===== config.mk =====
export PLATFORM = sky130hd
export DESIGN_NAME = cdb_clock_divider
export DESIGN_NICKNAME = d
export VERILOG_FILES = /design/src/pkg/cdb_pkg.sv /design/src/design/cdb_clock_divider.sv
export VERILOG_INCLUDE_DIRS = /design/src /design/src/pkg
export SDC_FILE = /design/constraint.sdc
export NUM_CORES = 1
export LEC_CHECK = 0
export BUFFER_PORTS_ARGS = -buffer_cell sky130_fd_sc_hd__buf_2
export CAP_MARGIN = 20
export CORE_ASPECT_RATIO = 0.75
export CORE_MARGIN = 5
export CORE_UTILIZATION = 45
export CTS_CLUSTER_SIZE = 28
export DETAILED_ROUTE_END_ITERATION = 10
export PLACE_DENSITY = 0.62
export SLEW_MARGIN = 10
export SYNTH_ARGS = -nofsm -noshare
export SYNTH_HDL_FRONTEND = slang
export SYNTH_SLANG_ARGS = --single-unit

===== constraint.sdc =====
create_clock -name clk_i -period 4.9 [get_ports clk_i]
set_input_delay 0.49 -clock clk_i [delete_from_list [all_inputs] [get_ports clk_i]]
set_output_delay 0.49 -clock clk_i [all_outputs]
set_load 0.1 [all_outputs]

===== src/pkg/cdb_regs.svh =====
`ifndef CDB_REGS_SVH
`define CDB_REGS_SVH

// number of output dividers and field widths
`define CDB_NUM_OUT 5
`define CDB_CODE_W 5
`define CDB_CNT_W 7
`define CDB_SKEW_W 4
`define CDB_STD_W 3

// core clock period in ns (10 MHz)
`define CDB_CLK_PERIOD_NS 100

// skew setting above which a divide-by-2 output may start with a runt
`define CDB_RUNT_SKEW_LIMIT 4'h8

// reset values
`define CDB_CNT_RST 7'h00
`define CDB_MCNT_RST 5'h00
`define CDB_SKEW_RST 4'h0

// receiver standard encodings
`define CDB_STD_LVTTL 3'h0
`define CDB_STD_LVCMOS18 3'h1
`define CDB_STD_LVCMOS25 3'h2
`define CDB_STD_LVCMOS33 3'h3
`define CDB_STD_SSTL_HSTL 3'h4
`define CDB_STD_DIFF_SSTL_HSTL 3'h5
`define CDB_STD_LVDS 3'h6
`define CDB_STD_LVPECL 3'h7

`endif


===== src/pkg/cdb_pkg.sv =====
`default_nettype none
`include "cdb_regs.svh"

package cdb_pkg;

  // receiver standard selection
  typedef enum logic [`CDB_STD_W-1:0] {
    CDB_RX_LVTTL = `CDB_STD_LVTTL,
    CDB_RX_LVCMOS18 = `CDB_STD_LVCMOS18,
    CDB_RX_LVCMOS25 = `CDB_STD_LVCMOS25,
    CDB_RX_LVCMOS33 = `CDB_STD_LVCMOS33,
    CDB_RX_SSTL_HSTL = `CDB_STD_SSTL_HSTL,
    CDB_RX_DIFF_SSTL_HSTL = `CDB_STD_DIFF_SSTL_HSTL,
    CDB_RX_LVDS = `CDB_STD_LVDS,
    CDB_RX_LVPECL = `CDB_STD_LVPECL
  } cdb_rx_std_t;

  // per-output divider channel states
  typedef enum logic [2:0] {
    CDB_CH_IDLE = 3'b001,
    CDB_CH_WAIT = 3'b010,
    CDB_CH_RUN = 3'b100
  } cdb_ch_state_t;

  // static configuration, same clock domain as the block
  typedef struct packed {
    cdb_rx_std_t rx_std;
    logic [`CDB_CODE_W-1:0] mdiv_code;
    logic [`CDB_NUM_OUT-1:0][`CDB_CODE_W-1:0] vdiv_code;
    logic [`CDB_NUM_OUT-1:0] invert;
    logic [`CDB_NUM_OUT-1:0][`CDB_SKEW_W-1:0] skew;
  } cdb_cfg_t;

  // asynchronous pin inputs, synchronised as one group
  typedef struct packed {
    logic ref_a;
    logic ref_b;
    logic fbk_a;
    logic fbk_b;
    logic ref_choice;
    logic fbk_choice;
    logic single_pair;
    logic bypass;
    logic locked;
  } cdb_pins_t;

endpackage

`default_nettype wire


===== src/design/cdb_clock_divider.sv =====
// Notes on behaviour
// RULE1 - divide by 2 or 4n gives 50% duty
// RULE2 - other even dividers give tabulated lower duty
// RULE3 - inverted output gives complemented duty
// RULE4 - all outputs start edge aligned after reset
// RULE5 - divide by 2, skew over 8 may runt
// RULE6 - otherwise only complete cycles from start
// RULE7 - bypass feeds input divider into output dividers
// RULE8 - bypass halves output divider, ratios 1 to 32
// RULE9 - bypass drops lock indication and skew
// RULE10 - reference choice 0 selects A, 1 B
// RULE11 - feedback choice 0 selects A, 1 B
// RULE12 - single pair variant has no selection
// RULE13 - 1.8V CMOS receiver setting is distinct
// RULE14 - output dividers take even 2 to 64
// RULE15 - loop mode runs dividers at oscillator rate
// RULE16 - input divider 1 to 32 prescales reference
// RULE17 - bypass output is ref over M over V/2
// RULE18 - odd-half dividers stay high V/2 minus 1
`default_nettype none
`include "cdb_regs.svh"

module cdb_clock_divider (
  input wire logic clk_i,
  input wire logic rstn_i,
  input wire cdb_pkg::cdb_cfg_t cfg_i,
  input wire logic reference_pair_a_i,
  input wire logic reference_pair_b_i,
  input wire logic feedback_pair_a_i,
  input wire logic feedback_pair_b_i,
  input wire logic reference_pair_choice_i,
  input wire logic feedback_pair_choice_i,
  input wire logic single_pair_i,
  input wire logic bypass_i,
  input wire logic pll_locked_i,
  output logic [`CDB_NUM_OUT-1:0] clk_out_o,
  output logic lock_o,
  output logic ref_sel_o,
  output logic fbk_sel_o,
  output logic ref_divided_o,
  output logic fbk_level_o,
  output logic rx_low_threshold_o
);

  // output period in ticks for a divider code
  function automatic logic [`CDB_CNT_W-1:0] period_f(
    input logic [`CDB_CODE_W-1:0] code,
    input logic byp
  );
    logic [`CDB_CNT_W-1:0] r;
    r = {2'h0, code} + 7'h01;
    period_f = byp ? r : {r[`CDB_CNT_W-2:0], 1'b0};
  endfunction

  // ticks that the output stays high within one period
  function automatic logic [`CDB_CNT_W-1:0] high_f(
    input logic [`CDB_CODE_W-1:0] code,
    input logic byp
  );
    logic [`CDB_CNT_W-1:0] p;
    logic [`CDB_CNT_W-1:0] h;
    p = period_f(code, byp);
    h = {1'b0, p[`CDB_CNT_W-1:1]};
    if (byp || p == 7'h02 || p[1:0] == 2'h0)
      high_f = h;
    else
      high_f = h - 7'h01;
  endfunction

  cdb_pkg::cdb_pins_t pins_raw;
  cdb_pkg::cdb_pins_t sync1_q;
  cdb_pkg::cdb_pins_t pin_q;
  cdb_pkg::cdb_cfg_t cfg_q;
  logic bypass_q;
  logic restart_q;
  logic restart_d;
  logic ref_prev_q;
  logic ref_lvl;
  logic ref_rise;
  logic [`CDB_CODE_W-1:0] mcnt_q;
  logic [`CDB_CODE_W-1:0] mcnt_d;
  logic mdiv_q;
  logic mdiv_d;
  logic mdiv_prev_q;
  logic [`CDB_CODE_W:0] mhalf_w;
  logic tick;
  logic sel_ref_b;
  logic sel_fbk_b;
  cdb_pkg::cdb_ch_state_t st_q [`CDB_NUM_OUT];
  cdb_pkg::cdb_ch_state_t st_d [`CDB_NUM_OUT];
  logic [`CDB_CNT_W-1:0] cnt_q [`CDB_NUM_OUT];
  logic [`CDB_CNT_W-1:0] cnt_d [`CDB_NUM_OUT];
  logic [`CDB_SKEW_W-1:0] dly_q [`CDB_NUM_OUT];
  logic [`CDB_SKEW_W-1:0] dly_d [`CDB_NUM_OUT];
  logic [`CDB_NUM_OUT-1:0] raw_w;
  logic [`CDB_NUM_OUT-1:0] out_d;

  // pin group into the synchroniser
  assign pins_raw = '{ref_a: reference_pair_a_i,
                      ref_b: reference_pair_b_i,
                      fbk_a: feedback_pair_a_i,
                      fbk_b: feedback_pair_b_i,
                      ref_choice: reference_pair_choice_i,
                      fbk_choice: feedback_pair_choice_i,
                      single_pair: single_pair_i,
                      bypass: bypass_i,
                      locked: pll_locked_i};

  // two-flop synchroniser for all pins
  always_ff @(posedge clk_i or negedge rstn_i)
  begin
    if (!rstn_i)
    begin
      sync1_q <= '0;
      pin_q <= '0;
    end
    else
    begin
      sync1_q <= pins_raw;
      pin_q <= sync1_q;
    end
  end

  // pair selection; the single-pair variant ignores the choice pins
  assign sel_ref_b = pin_q.ref_choice & ~pin_q.single_pair; // RULE10 RULE12
  assign sel_fbk_b = pin_q.fbk_choice & ~pin_q.single_pair; // RULE11 RULE12
  assign ref_lvl = sel_ref_b ? pin_q.ref_b : pin_q.ref_a;
  assign ref_rise = ref_lvl & ~ref_prev_q;

  // input divider: period of code+1 reference cycles
  assign mcnt_d = ref_rise ? ((mcnt_q == cfg_q.mdiv_code) ? `CDB_MCNT_RST
                  : mcnt_q + 5'h01) : mcnt_q; // RULE16
  // high half one bit wider, so that M of 32 does not wrap to zero
  assign mhalf_w = ({1'b0, cfg_q.mdiv_code} + 6'h01) >> 1;
  assign mdiv_d = (cfg_q.mdiv_code == 5'h00) ? ref_lvl
                  : ({1'b0, mcnt_q} < mhalf_w); // RULE16

  // loop mode: core clock stands for the oscillator; bypass: divided ref
  assign tick = bypass_q ? (mdiv_q & ~mdiv_prev_q) : 1'b1; // RULE7 RULE15

  // any change of setup or mode realigns every output
  assign restart_d = (cfg_i != cfg_q) | (pin_q.bypass != bypass_q); // RULE4

  // input divider, mode and setup registers
  always_ff @(posedge clk_i or negedge rstn_i)
  begin
    if (!rstn_i)
    begin
      cfg_q <= '0;
      bypass_q <= 1'b0;
      restart_q <= 1'b0;
      ref_prev_q <= 1'b0;
      mcnt_q <= `CDB_MCNT_RST;
      mdiv_q <= 1'b0;
      mdiv_prev_q <= 1'b0;
    end
    else
    begin
      cfg_q <= cfg_i;
      bypass_q <= pin_q.bypass;
      restart_q <= restart_d;
      ref_prev_q <= ref_lvl;
      mcnt_q <= mcnt_d;
      mdiv_q <= mdiv_d;
      mdiv_prev_q <= mdiv_q;
    end
  end

  // output divider channels
  for (genvar k = 0; k < `CDB_NUM_OUT; k++)
  begin : g_ch
    logic [`CDB_CNT_W-1:0] per_w;
    logic [`CDB_CNT_W-1:0] hi_w;
    logic [`CDB_SKEW_W-1:0] skew_w;
    logic one_w;

    // code k gives 2(k+1) in loop mode and k+1 in bypass
    assign per_w = period_f(cfg_q.vdiv_code[k], bypass_q); // RULE8 RULE14
    assign hi_w = high_f(cfg_q.vdiv_code[k], bypass_q); // RULE1 RULE2 RULE18
    assign skew_w = bypass_q ? `CDB_SKEW_RST : cfg_q.skew[k]; // RULE9
    assign one_w = bypass_q && per_w == 7'h01;
    // bypass ratio 1 passes the divided reference straight through
    assign raw_w[k] = one_w ? mdiv_q : (cnt_q[k] < hi_w); // RULE17
    // idle level is the inactive level, so the first cycle is whole;
    // a pending restart shows it at once, new setup never meets old count
    assign out_d[k] = (st_q[k] == cdb_pkg::CDB_CH_RUN && !restart_q) ?
                      (raw_w[k] ^ cfg_q.invert[k]) : cfg_q.invert[k]; // RULE3

    // channel sequencing: idle, skew wait, run
    always_comb
    begin
      st_d[k] = st_q[k];
      cnt_d[k] = cnt_q[k];
      dly_d[k] = dly_q[k];
      case (st_q[k])
        cdb_pkg::CDB_CH_IDLE:
        begin
          st_d[k] = cdb_pkg::CDB_CH_WAIT;
          dly_d[k] = `CDB_SKEW_RST;
          cnt_d[k] = `CDB_CNT_RST;
        end
        cdb_pkg::CDB_CH_WAIT:
        begin
          // skew delays the start; a late start never cuts a cycle
          if (tick && dly_q[k] == skew_w)
            st_d[k] = cdb_pkg::CDB_CH_RUN; // RULE4 RULE5 RULE6
          else if (tick)
            dly_d[k] = dly_q[k] + 4'h1;
        end
        cdb_pkg::CDB_CH_RUN:
        begin
          if (tick)
            cnt_d[k] = (cnt_q[k] >= per_w - 7'h01) ? `CDB_CNT_RST
                       : cnt_q[k] + 7'h01;
        end
        default:
        begin
          st_d[k] = cdb_pkg::CDB_CH_IDLE;
        end
      endcase
      if (restart_q)
        st_d[k] = cdb_pkg::CDB_CH_IDLE; // RULE4
    end

    // channel state registers
    always_ff @(posedge clk_i or negedge rstn_i)
    begin
      if (!rstn_i)
      begin
        st_q[k] <= cdb_pkg::CDB_CH_IDLE;
        cnt_q[k] <= `CDB_CNT_RST;
        dly_q[k] <= `CDB_SKEW_RST;
      end
      else
      begin
        st_q[k] <= st_d[k];
        cnt_q[k] <= cnt_d[k];
        dly_q[k] <= dly_d[k];
      end
    end
  end

  // registered outputs
  always_ff @(posedge clk_i or negedge rstn_i)
  begin
    if (!rstn_i)
    begin
      clk_out_o <= '0;
      lock_o <= 1'b0;
      ref_sel_o <= 1'b0;
      fbk_sel_o <= 1'b0;
      fbk_level_o <= 1'b0;
      rx_low_threshold_o <= 1'b0;
    end
    else
    begin
      clk_out_o <= out_d;
      lock_o <= pin_q.locked & ~pin_q.bypass; // RULE9
      ref_sel_o <= sel_ref_b;
      fbk_sel_o <= sel_fbk_b;
      fbk_level_o <= sel_fbk_b ? pin_q.fbk_b : pin_q.fbk_a;
      rx_low_threshold_o <= (cfg_i.rx_std == cdb_pkg::CDB_RX_LVCMOS18); // RULE13
    end
  end

  assign ref_divided_o = mdiv_q;

  // lock never shown in bypass
  property p_bypass_no_lock;
    @(posedge clk_i) disable iff (!rstn_i)
    pin_q.bypass |=> !lock_o;
  endproperty
  a_bypass_no_lock: assert property (p_bypass_no_lock) // RULE9
    else $error("lock shown in bypass");

  // reference choice follows synchronised pin
  property p_ref_sel;
    @(posedge clk_i) disable iff (!rstn_i)
    (pin_q.ref_choice && !pin_q.single_pair) |=> ref_sel_o;
  endproperty
  a_ref_sel: assert property (p_ref_sel) // RULE10
    else $error("reference pair B not selected");

  // feedback choice follows synchronised pin
  property p_fbk_sel;
    @(posedge clk_i) disable iff (!rstn_i)
    (pin_q.fbk_choice && !pin_q.single_pair) |=> fbk_sel_o;
  endproperty
  a_fbk_sel: assert property (p_fbk_sel) // RULE11
    else $error("feedback pair B not selected");

  // single pair variant always uses pair A
  property p_single;
    @(posedge clk_i) disable iff (!rstn_i)
    pin_q.single_pair |=> (!ref_sel_o && !fbk_sel_o);
  endproperty
  a_single: assert property (p_single) // RULE12
    else $error("pair B used in single pair variant");

  // 1.8V CMOS setting raises low threshold flag
  property p_rx_low;
    @(posedge clk_i) disable iff (!rstn_i)
    (cfg_i.rx_std == cdb_pkg::CDB_RX_LVCMOS18) |=> rx_low_threshold_o;
  endproperty
  a_rx_low: assert property (p_rx_low) // RULE13
    else $error("1.8V threshold flag missing");

  // divide by 4 gives two high and two low cycles
  property p_half_duty;
    @(posedge clk_i) disable iff (!rstn_i || restart_q)
    ($rose(clk_out_o[0]) && !bypass_q && cfg_q.vdiv_code[0] == 5'h01
     && !cfg_q.invert[0]) |=> clk_out_o[0] ##1 !clk_out_o[0];
  endproperty
  a_half_duty: assert property (p_half_duty) // RULE1
    else $error("divide by 4 duty not half");

  // divide by 6 gives two high and four low cycles
  property p_duty6;
    @(posedge clk_i) disable iff (!rstn_i || restart_q)
    ($rose(clk_out_o[0]) && !bypass_q && cfg_q.vdiv_code[0] == 5'h02
     && !cfg_q.invert[0]) |=> clk_out_o[0] ##1 !clk_out_o[0] [*4];
  endproperty
  a_duty6: assert property (p_duty6) // RULE2
    else $error("divide by 6 duty wrong");

  // inverted divide by 6 gives two low and four high cycles
  property p_inv6;
    @(posedge clk_i) disable iff (!rstn_i || restart_q)
    ($fell(clk_out_o[0]) && !bypass_q && cfg_q.vdiv_code[0] == 5'h02
     && cfg_q.invert[0]) |=> !clk_out_o[0] ##1 clk_out_o[0] [*4];
  endproperty
  a_inv6: assert property (p_inv6) // RULE3
    else $error("inverted divide by 6 duty wrong");

endmodule

`default_nettype wire


==> metrics.cfg, run 1 <==
[sta]
fin_crit_sh=0.8871
fin_worst_skew_ns=0.01113
rsz0062_at_grt=false
finalSetupViolCount=0
fin_crit_ns=4.347
maxSlewViolCount=0
tightest_slew_ns=0.7778
timing.fmax_ghz=0.2301
relSlewSlack=0.4815
finalSetupTns_ns=0
hold_viol=0

[critical_path]
cp-start-kind=flip-flop
cp.buffers_inverters=0
worstPathCellList=ha_1 > xnor2_1 > nor2_1 > a21oi_1 > ha_1 > nand3_1 > nor2_1 > mux2i_1 > a31oi_1 > ha_1 > nand2_1 > a2bb2oi_1 > nand4b_1 > a21oi_1 > and3_1 > a221o_1
crit_top_cell=ha_1
path_class=reg2reg
rrSetupSlack_ns=0.55
path_max_fanout=11
cp.arrival_ns=4.72
endpoint_kind=flip-flop
cp_top_family=compound AO/OA/AOI/OAI gates
cp_slowest_cell=a21oi_1
cp.required_ns=5.28
max_stage_delay_ns=0.66

[synthesis]
ys_ff_latch=166
synth_area_leaders=dfrtp_1 (35%), ha_1 (10%), xnor2_1 (7.5%), nand2_1 (3.3%), nand3_1 (3.0%)
ys_warn_count=0
synth_nets=1436
ys_types=84
avgSynthCellArea_um2=9.182
async_flop_share=1.000
yosysTopAreaCell=dfrtp_1
ys.flop_type=dfrtp_1
synth_edf_count=0
yosysSeqAreaShare=0.3568
netlist.area_leader.share=0.3455
synth_area_um2=11660
postSynthCellCount=1270

[final_layout]
final-seq-area_um2=4164
drive_gt1_frac=0.1189
layout.nets=1490
area.growth.synth_to_final_pct=11.18
nFillCells=2366
mostFrequentLayoutCell=dfrtp_1
final_cells=1681
antenna_cells=0
multiInputGateArea_um2=7094
final_cell_mix=dfrtp_1 (160), nand2_1 (104), xnor2_1 (100)

[global_routing]
grt_util_all_layers=0.2033
grt_pass1_vias=8759
grt_antenna_before_repair=4
grt_pass1_wl_um=47420
overflow=0
grt_max_degree=98

[power]
irDropWorstVdd_v=0.0002629
p_leak_nw=5.549
power.density_nw_per_um2=276.8

[drt]
post_drt_via_cell_ratio=5.715
ant_nets=0
dr.first_iter.drc_count=542
drc=0
routedWlPerCell_um=17.54
first_pass_iters=5
wl_um=29490
vias=9607

[clocking]
clk_pin_slew_ns=0.08
cts_buffer_depth=2
cts_tree=built
cts_buffers=17
hold_buffers=0
cts_resized=0
clk_latency_ns=0.44
cts_setup_buffers=0
cts_max_level=4
cts.sinks=166
clockRootBuffer=clkbuf_16

[outcome]
status=complete, no violations

[place]
gp_congestion=0.8475
numPortBuffers=79
place_inst=1649
hpwlAfterDp_um=21810

[floorplanning]
dieWidth_um=195.9
die-area_um2=29270
die_y_um=149.4
core.rowCount=51
io_pins=80
start_util=0.4535
core_area_um2=25720

[job]
cap_violations=0

[worst_hold_path]
hold_class=in2async

-- stage by stage --
stage | cell area, um^2 | util | total power, mW | hold WS (ns) | setup WS (ns)
floorplan | 11660 | - | 1.942 | 0.1944 | 1.225
global placement | 12330 | 0.4796 | 2.138 | 0.3319 | 0.8224
detailed placement | 12330 | 0.4796 | 2.148 | 0.3347 | 0.6246
CTS | 12960 | 0.5042 | 3.610 | 0.08791 | 0.5954
global route | 12960 | 0.5042 | 3.752 | 0.1215 | 0.1804
finish | 12960 | 0.5042 | 3.588 | 0.08133 | 0.5532
-- path summary, 6_finish.rpt --
| check | to | cells after the start | startpoint |
|---|---|---|---|
| min in group clk_i | sync1_q[0]$_DFF_PN0_ | 1 | pll_locked_i |
| max in group asynchronous | bypass_q$_DFF_PN0_ | 2 | rstn_i |
| max | cnt_q[19]$_DFFE_PN0P_ | 16 | cfg_q[36]$_DFF_PN0_ |
| min | cfg_q[33]$_DFF_PN0_ | 1 | rstn_i |
| max reg2reg | cnt_q[19]$_DFFE_PN0P_ | 16 | cfg_q[36]$_DFF_PN0_ |
| min reg2reg | pin_q[6]$_DFF_PN0_ | 0 | sync1_q[6]$_DFF_PN0_ |
-- logic make-up after synthesis --
family / count (synthesis) / share of synthesized area
fa+ha+maj: 97 / 0.1041
compound gates: 293 / 0.1753
flops: 166 / 0.3568
xor+xnor: 125 / 0.09453
simple gates: 459 / 0.2044
mux: 34 / 0.03004
buf+inv: 96 / 0.03487
-- sequential cells by signal, summed over array words and instances, names as in the netlist --
| signal | count |
|---|---|
| cnt_q | 35 |
| st_q | 15 |
| clk_out_o | 5 |
| mdiv_prev_q | 1 |
| fbk_sel_o | 1 |
| ref_divided_o | 1 |
| ref_prev_q | 1 |
| fbk_level_o | 1 |
| bypass_q | 1 |
| sync1_q | 9 |
| dly_q | 20 |
| mcnt_q | 5 |
| cfg_q | 58 |
| rx_low_threshold_o | 1 |
| pin_q | 9 |
| lock_o | 1 |
| restart_q | 1 |
| ref_sel_o | 1 |
-- worst reg2reg max path: stages (launching register included) --
cell and delay [ns]:
dfrtp_1 0.46, ha_1 0.27, xnor2_1 0.57, nor2_1 0.09, a21oi_1 0.30, ha_1 0.34, nand3_1 0.10, nor2_1 0.16
mux2i_1 0.20, a31oi_1 0.08, ha_1 0.30, nand2_1 0.07, a2bb2oi_1 0.16, nand4b_1 0.15, a21oi_1 0.66, and3_1 0.27
a221o_1 0.10
-- synth_stat cells (all sizes together), types with 5 or more instances --
cell	count
nor3	24
a2111oi	6
and3	15
a22o	8
nor4	5
ha	97
mux2i	26
clkbuf	27
a21boi	8
a31oi	26
o21a	6
nand2b	41
buf	23
inv	46
nor3b	8
o211ai	18
nand4	38
mux2	8
nor4bb	5
xor2	25
a21oi	59
nand3	70
o22ai	7
nand3b	11
nor2	82
nor2b	16
a21o	19
o21ai	64
dfrtp	161
or2	10
nand2	104
dfstp	5
a211oi	15
xnor2	100
or4	5
and2	9
o31ai	8
-- routing by layer --
layer | track usage | wire length, um | share of wire | up-vias
met5 | 0 | 29 | 0.00098 | -
met4 | 0.05094 | 520 | 0.018 | 8
met3 | 0.04884 | 1806 | 0.061 | 38
met2 | 0.2846 | 11930 | 0.40 | 228
met1 | 0.3141 | 15210 | 0.52 | 4579
li1 | - | - | - | 4754
-- final cells by class --
cell class,count,share of cell area
clock inverter,15,0.01592
timing repair buffer,85,0.03638
tap,344,0.03320
clock buffer,17,0.03281
multi-input combinational,1008,0.5472
sequential,166,0.3212
inverter,46,0.01332
-- report_power, final --
group	switching (mW)	internal, mW
Sequential	0.0792	1.42
Combinational	0.380	0.246
Clock	0.674	0.788
Total	1.13	2.45
Power figures use the tool's default switching activity.
==> run 2: changes to the inputs <==
Settings changed: PLACE_DENSITY 0.62 to default, PLACE_DENSITY_LB_ADDON from default to 0.08.
==> run 2 against run 1 <==
Clock skew shrank 0.0013 ns. Highest routed layer unchanged. Critical endpoint unchanged. Flip-flop and latch count stayed put. Routed wire length is 1.5% higher. Clock power decreased by 6%. Setup slack better by 0.026 ns. Hold slack better by 0.031 ns. First-iteration DRC count is 22% higher.
==> metrics.cfg, run 2 (synthesis gave the netlist of run 1 again) <==
[critical_path]
path_max_fanout=16  ; +5
rrSetupSlack_ns=0.58  ; +0.03 ns
r2r_cells=16  ; unchanged
crit_top_cell=ha_1
cp.required_ns=5.28  ; about the same
cp_slowest_cell=xnor2_1
crit-reg2reg-launch=cfg_q[35]$_DFF_PN0_
max_stage_delay_ns=0.63  ; -0.03 ns
cp_top_family=compound AO/OA/AOI/OAI gates
worstPathCellList=ha_1 > xnor2_1 > nor2_1 > a21oi_1 > ha_1 > nand3_1 > nor2_1 > mux2i_1 > a31oi_1 > ha_1 > nand2_1 > a2bb2oi_1 > nand4b_1 > a21oi_2 > and3_1 > a221o_1
path_class=reg2reg
cp-start-kind=flip-flop
cp.arrival_ns=4.70  ; -0.02 ns
r2r_end=cnt_q[19]$_DFFE_PN0P_
endpoint_kind=flip-flop
cp.buffers_inverters=0  ; unchanged

[clocking]
cts_tree=built
hold_buffers=0  ; unchanged
clockRootBuffer=clkbuf_16
clk_latency_ns=0.44  ; about the same
cts_max_level=4  ; unchanged
clk_pin_slew_ns=0.07  ; about the same
cts_setup_buffers=0  ; unchanged
cts_buffer_depth=2  ; unchanged
cts_buffers=17  ; unchanged
cts.sinks=166  ; unchanged

[global_routing]
grt_max_degree=91  ; -7.1%
grt_antenna_before_repair=5  ; +1
met2_usage=0.2932  ; +0.008645
grt_pass1_vias=8921  ; +1.8%
grtUsageMet1=0.3274  ; +0.01331
overflow=0  ; unchanged
grt_util_all_layers=0.2089  ; +0.005555
globalRouteMet3Util=0.04569  ; -0.003151
grt.busiest_layer=met1
grt_pass1_wl_um=48990  ; +3.3%

[sta]
maxSlewViolCount=0  ; unchanged
rsz0062_at_grt=false
holdWs_ns=0.1127  ; +0.03142 ns
finalSetupViolCount=0  ; unchanged
finalSetupTns_ns=0  ; unchanged
timing.fmax_ghz=0.2314  ; +0.60%
fin_worst_skew_ns=0.009875  ; -0.001251 ns
fin_crit_ns=4.321  ; -0.02608 ns
worst_slack_ns=0.5792  ; +0.02608 ns
fin_crit_sh=0.8818  ; -0.005323
relSlewSlack=0.2821  ; -0.1994
tightest_slew_ns=1.074  ; +0.2965 ns
hold_viol=0  ; unchanged

[final_layout]
area.growth.synth_to_final_pct=10.87
final_cell_mix=dfrtp_1 (160), nand2_1 (104), xnor2_1 (100)
layout.nets=1489  ; -0.067%
fin_util=0.5027  ; -0.001411
drive_gt1_frac=0.1190  ; about the same
top_regs=cfg_q x58, cnt_q x35, dly_q x20
antenna_cells=0  ; unchanged
largest_register_ffs=58  ; unchanged
mostFrequentLayoutCell=dfrtp_1
top_register=cfg_q

[floorplanning]
core_area_um2=25720  ; unchanged
start_util=0.4535  ; unchanged
dieWidth_um=195.9  ; unchanged
die-area_um2=29270  ; unchanged
io_pins=80  ; unchanged
die_y_um=149.4  ; unchanged
core.rowCount=51  ; unchanged

[place]
numPortBuffers=79  ; unchanged
dp_slack_ns=0.4672  ; -0.1574 ns
hpwlAfterDp_um=22200  ; +1.8%
gp_congestion=0.8777  ; +3.6%

[power]
irDropWorstVdd_v=0.0002516  ; -4.3%
power_mw=3.500  ; -2.4%
p_leak_nw=5.528  ; -0.38%
power.density_nw_per_um2=270.7  ; -2.2%

[worst_hold_path]
hold_class=in2async

[drt]
first_pass_iters=5  ; unchanged
routedWlPerCell_um=17.82  ; +1.6%
dr.first_iter.drc_count=662  ; +22%
wl_um=29940  ; +1.5%
ant_nets=0  ; unchanged
post_drt_via_cell_ratio=5.651  ; -1.1%
vias=9494  ; -1.2%
drc=0  ; unchanged

[job]
cap_violations=0  ; unchanged

[outcome]
status=complete, no violations

[run 2: routing by layer]
metal	wire length, um	vias to the layer above
li1	-	4756
met1	15700	4503
met2	12310	198
met3	1589	27
met4	270	10
met5	69	-
[run 2: what timing repair did]
action / 4_1_cts / 5_1_grt
endpoints found under the hold margin: 0 / 0
resized for setup: 0 / 1
setup endpoints to repair: 0 / 4
[run 2: through the flow]
stage	instance area (um^2)	cells
floorplan	11660	1270
global placement	12330	1648
detailed placement	12330	1648
CTS	12920	1680
global route	12930	1680
finish	12930	1680
[run 2: area by class of cell]
| type | instances | area [um^2] |
|---|---|---|
| Clock buffer | 17 | 425.4 |
| Tap cell | 344 | 430.4 |
| Inverter | 46 | 172.7 |
| Clock inverter | 15 | 173.9 |
| Multi-Input combinational cell | 1008 | 7098 |
| Timing Repair Buffer | 84 | 464.2 |
| Sequential cell | 166 | 4164 |
| Fill cell | 2446 | 12790 |
[run 2: worst max path at each step]
stage / from / endpoint / slack (ns) / cells past startpoint
2_1_floorplan: bypass_q$_DFF_PN0_ / clk_out_o[1]$_DFF_PN0_ / 1.22 / 17
3_3_place_gp: cfg_q[35]$_DFF_PN0_ / cnt_q[19]$_DFFE_PN0P_ / 0.66 / 16
4_1_cts: cfg_q[35]$_DFF_PN0_ / cnt_q[19]$_DFFE_PN0P_ / 0.43 / 16
3_5_place_dp: cfg_q[35]$_DFF_PN0_ / cnt_q[19]$_DFFE_PN0P_ / 0.47 / 16
6_report: cfg_q[35]$_DFF_PN0_ / cnt_q[19]$_DFFE_PN0P_ / 0.58 / 16
5_1_grt: cfg_q[35]$_DFF_PN0_ / cnt_q[17]$_DFFE_PN0P_ / 0.20 / 16
[run 2: where the power goes]
part           internal, mW  switching [mW]
logic                 0.244           0.378
registers              1.42          0.0827
clock network         0.692           0.682
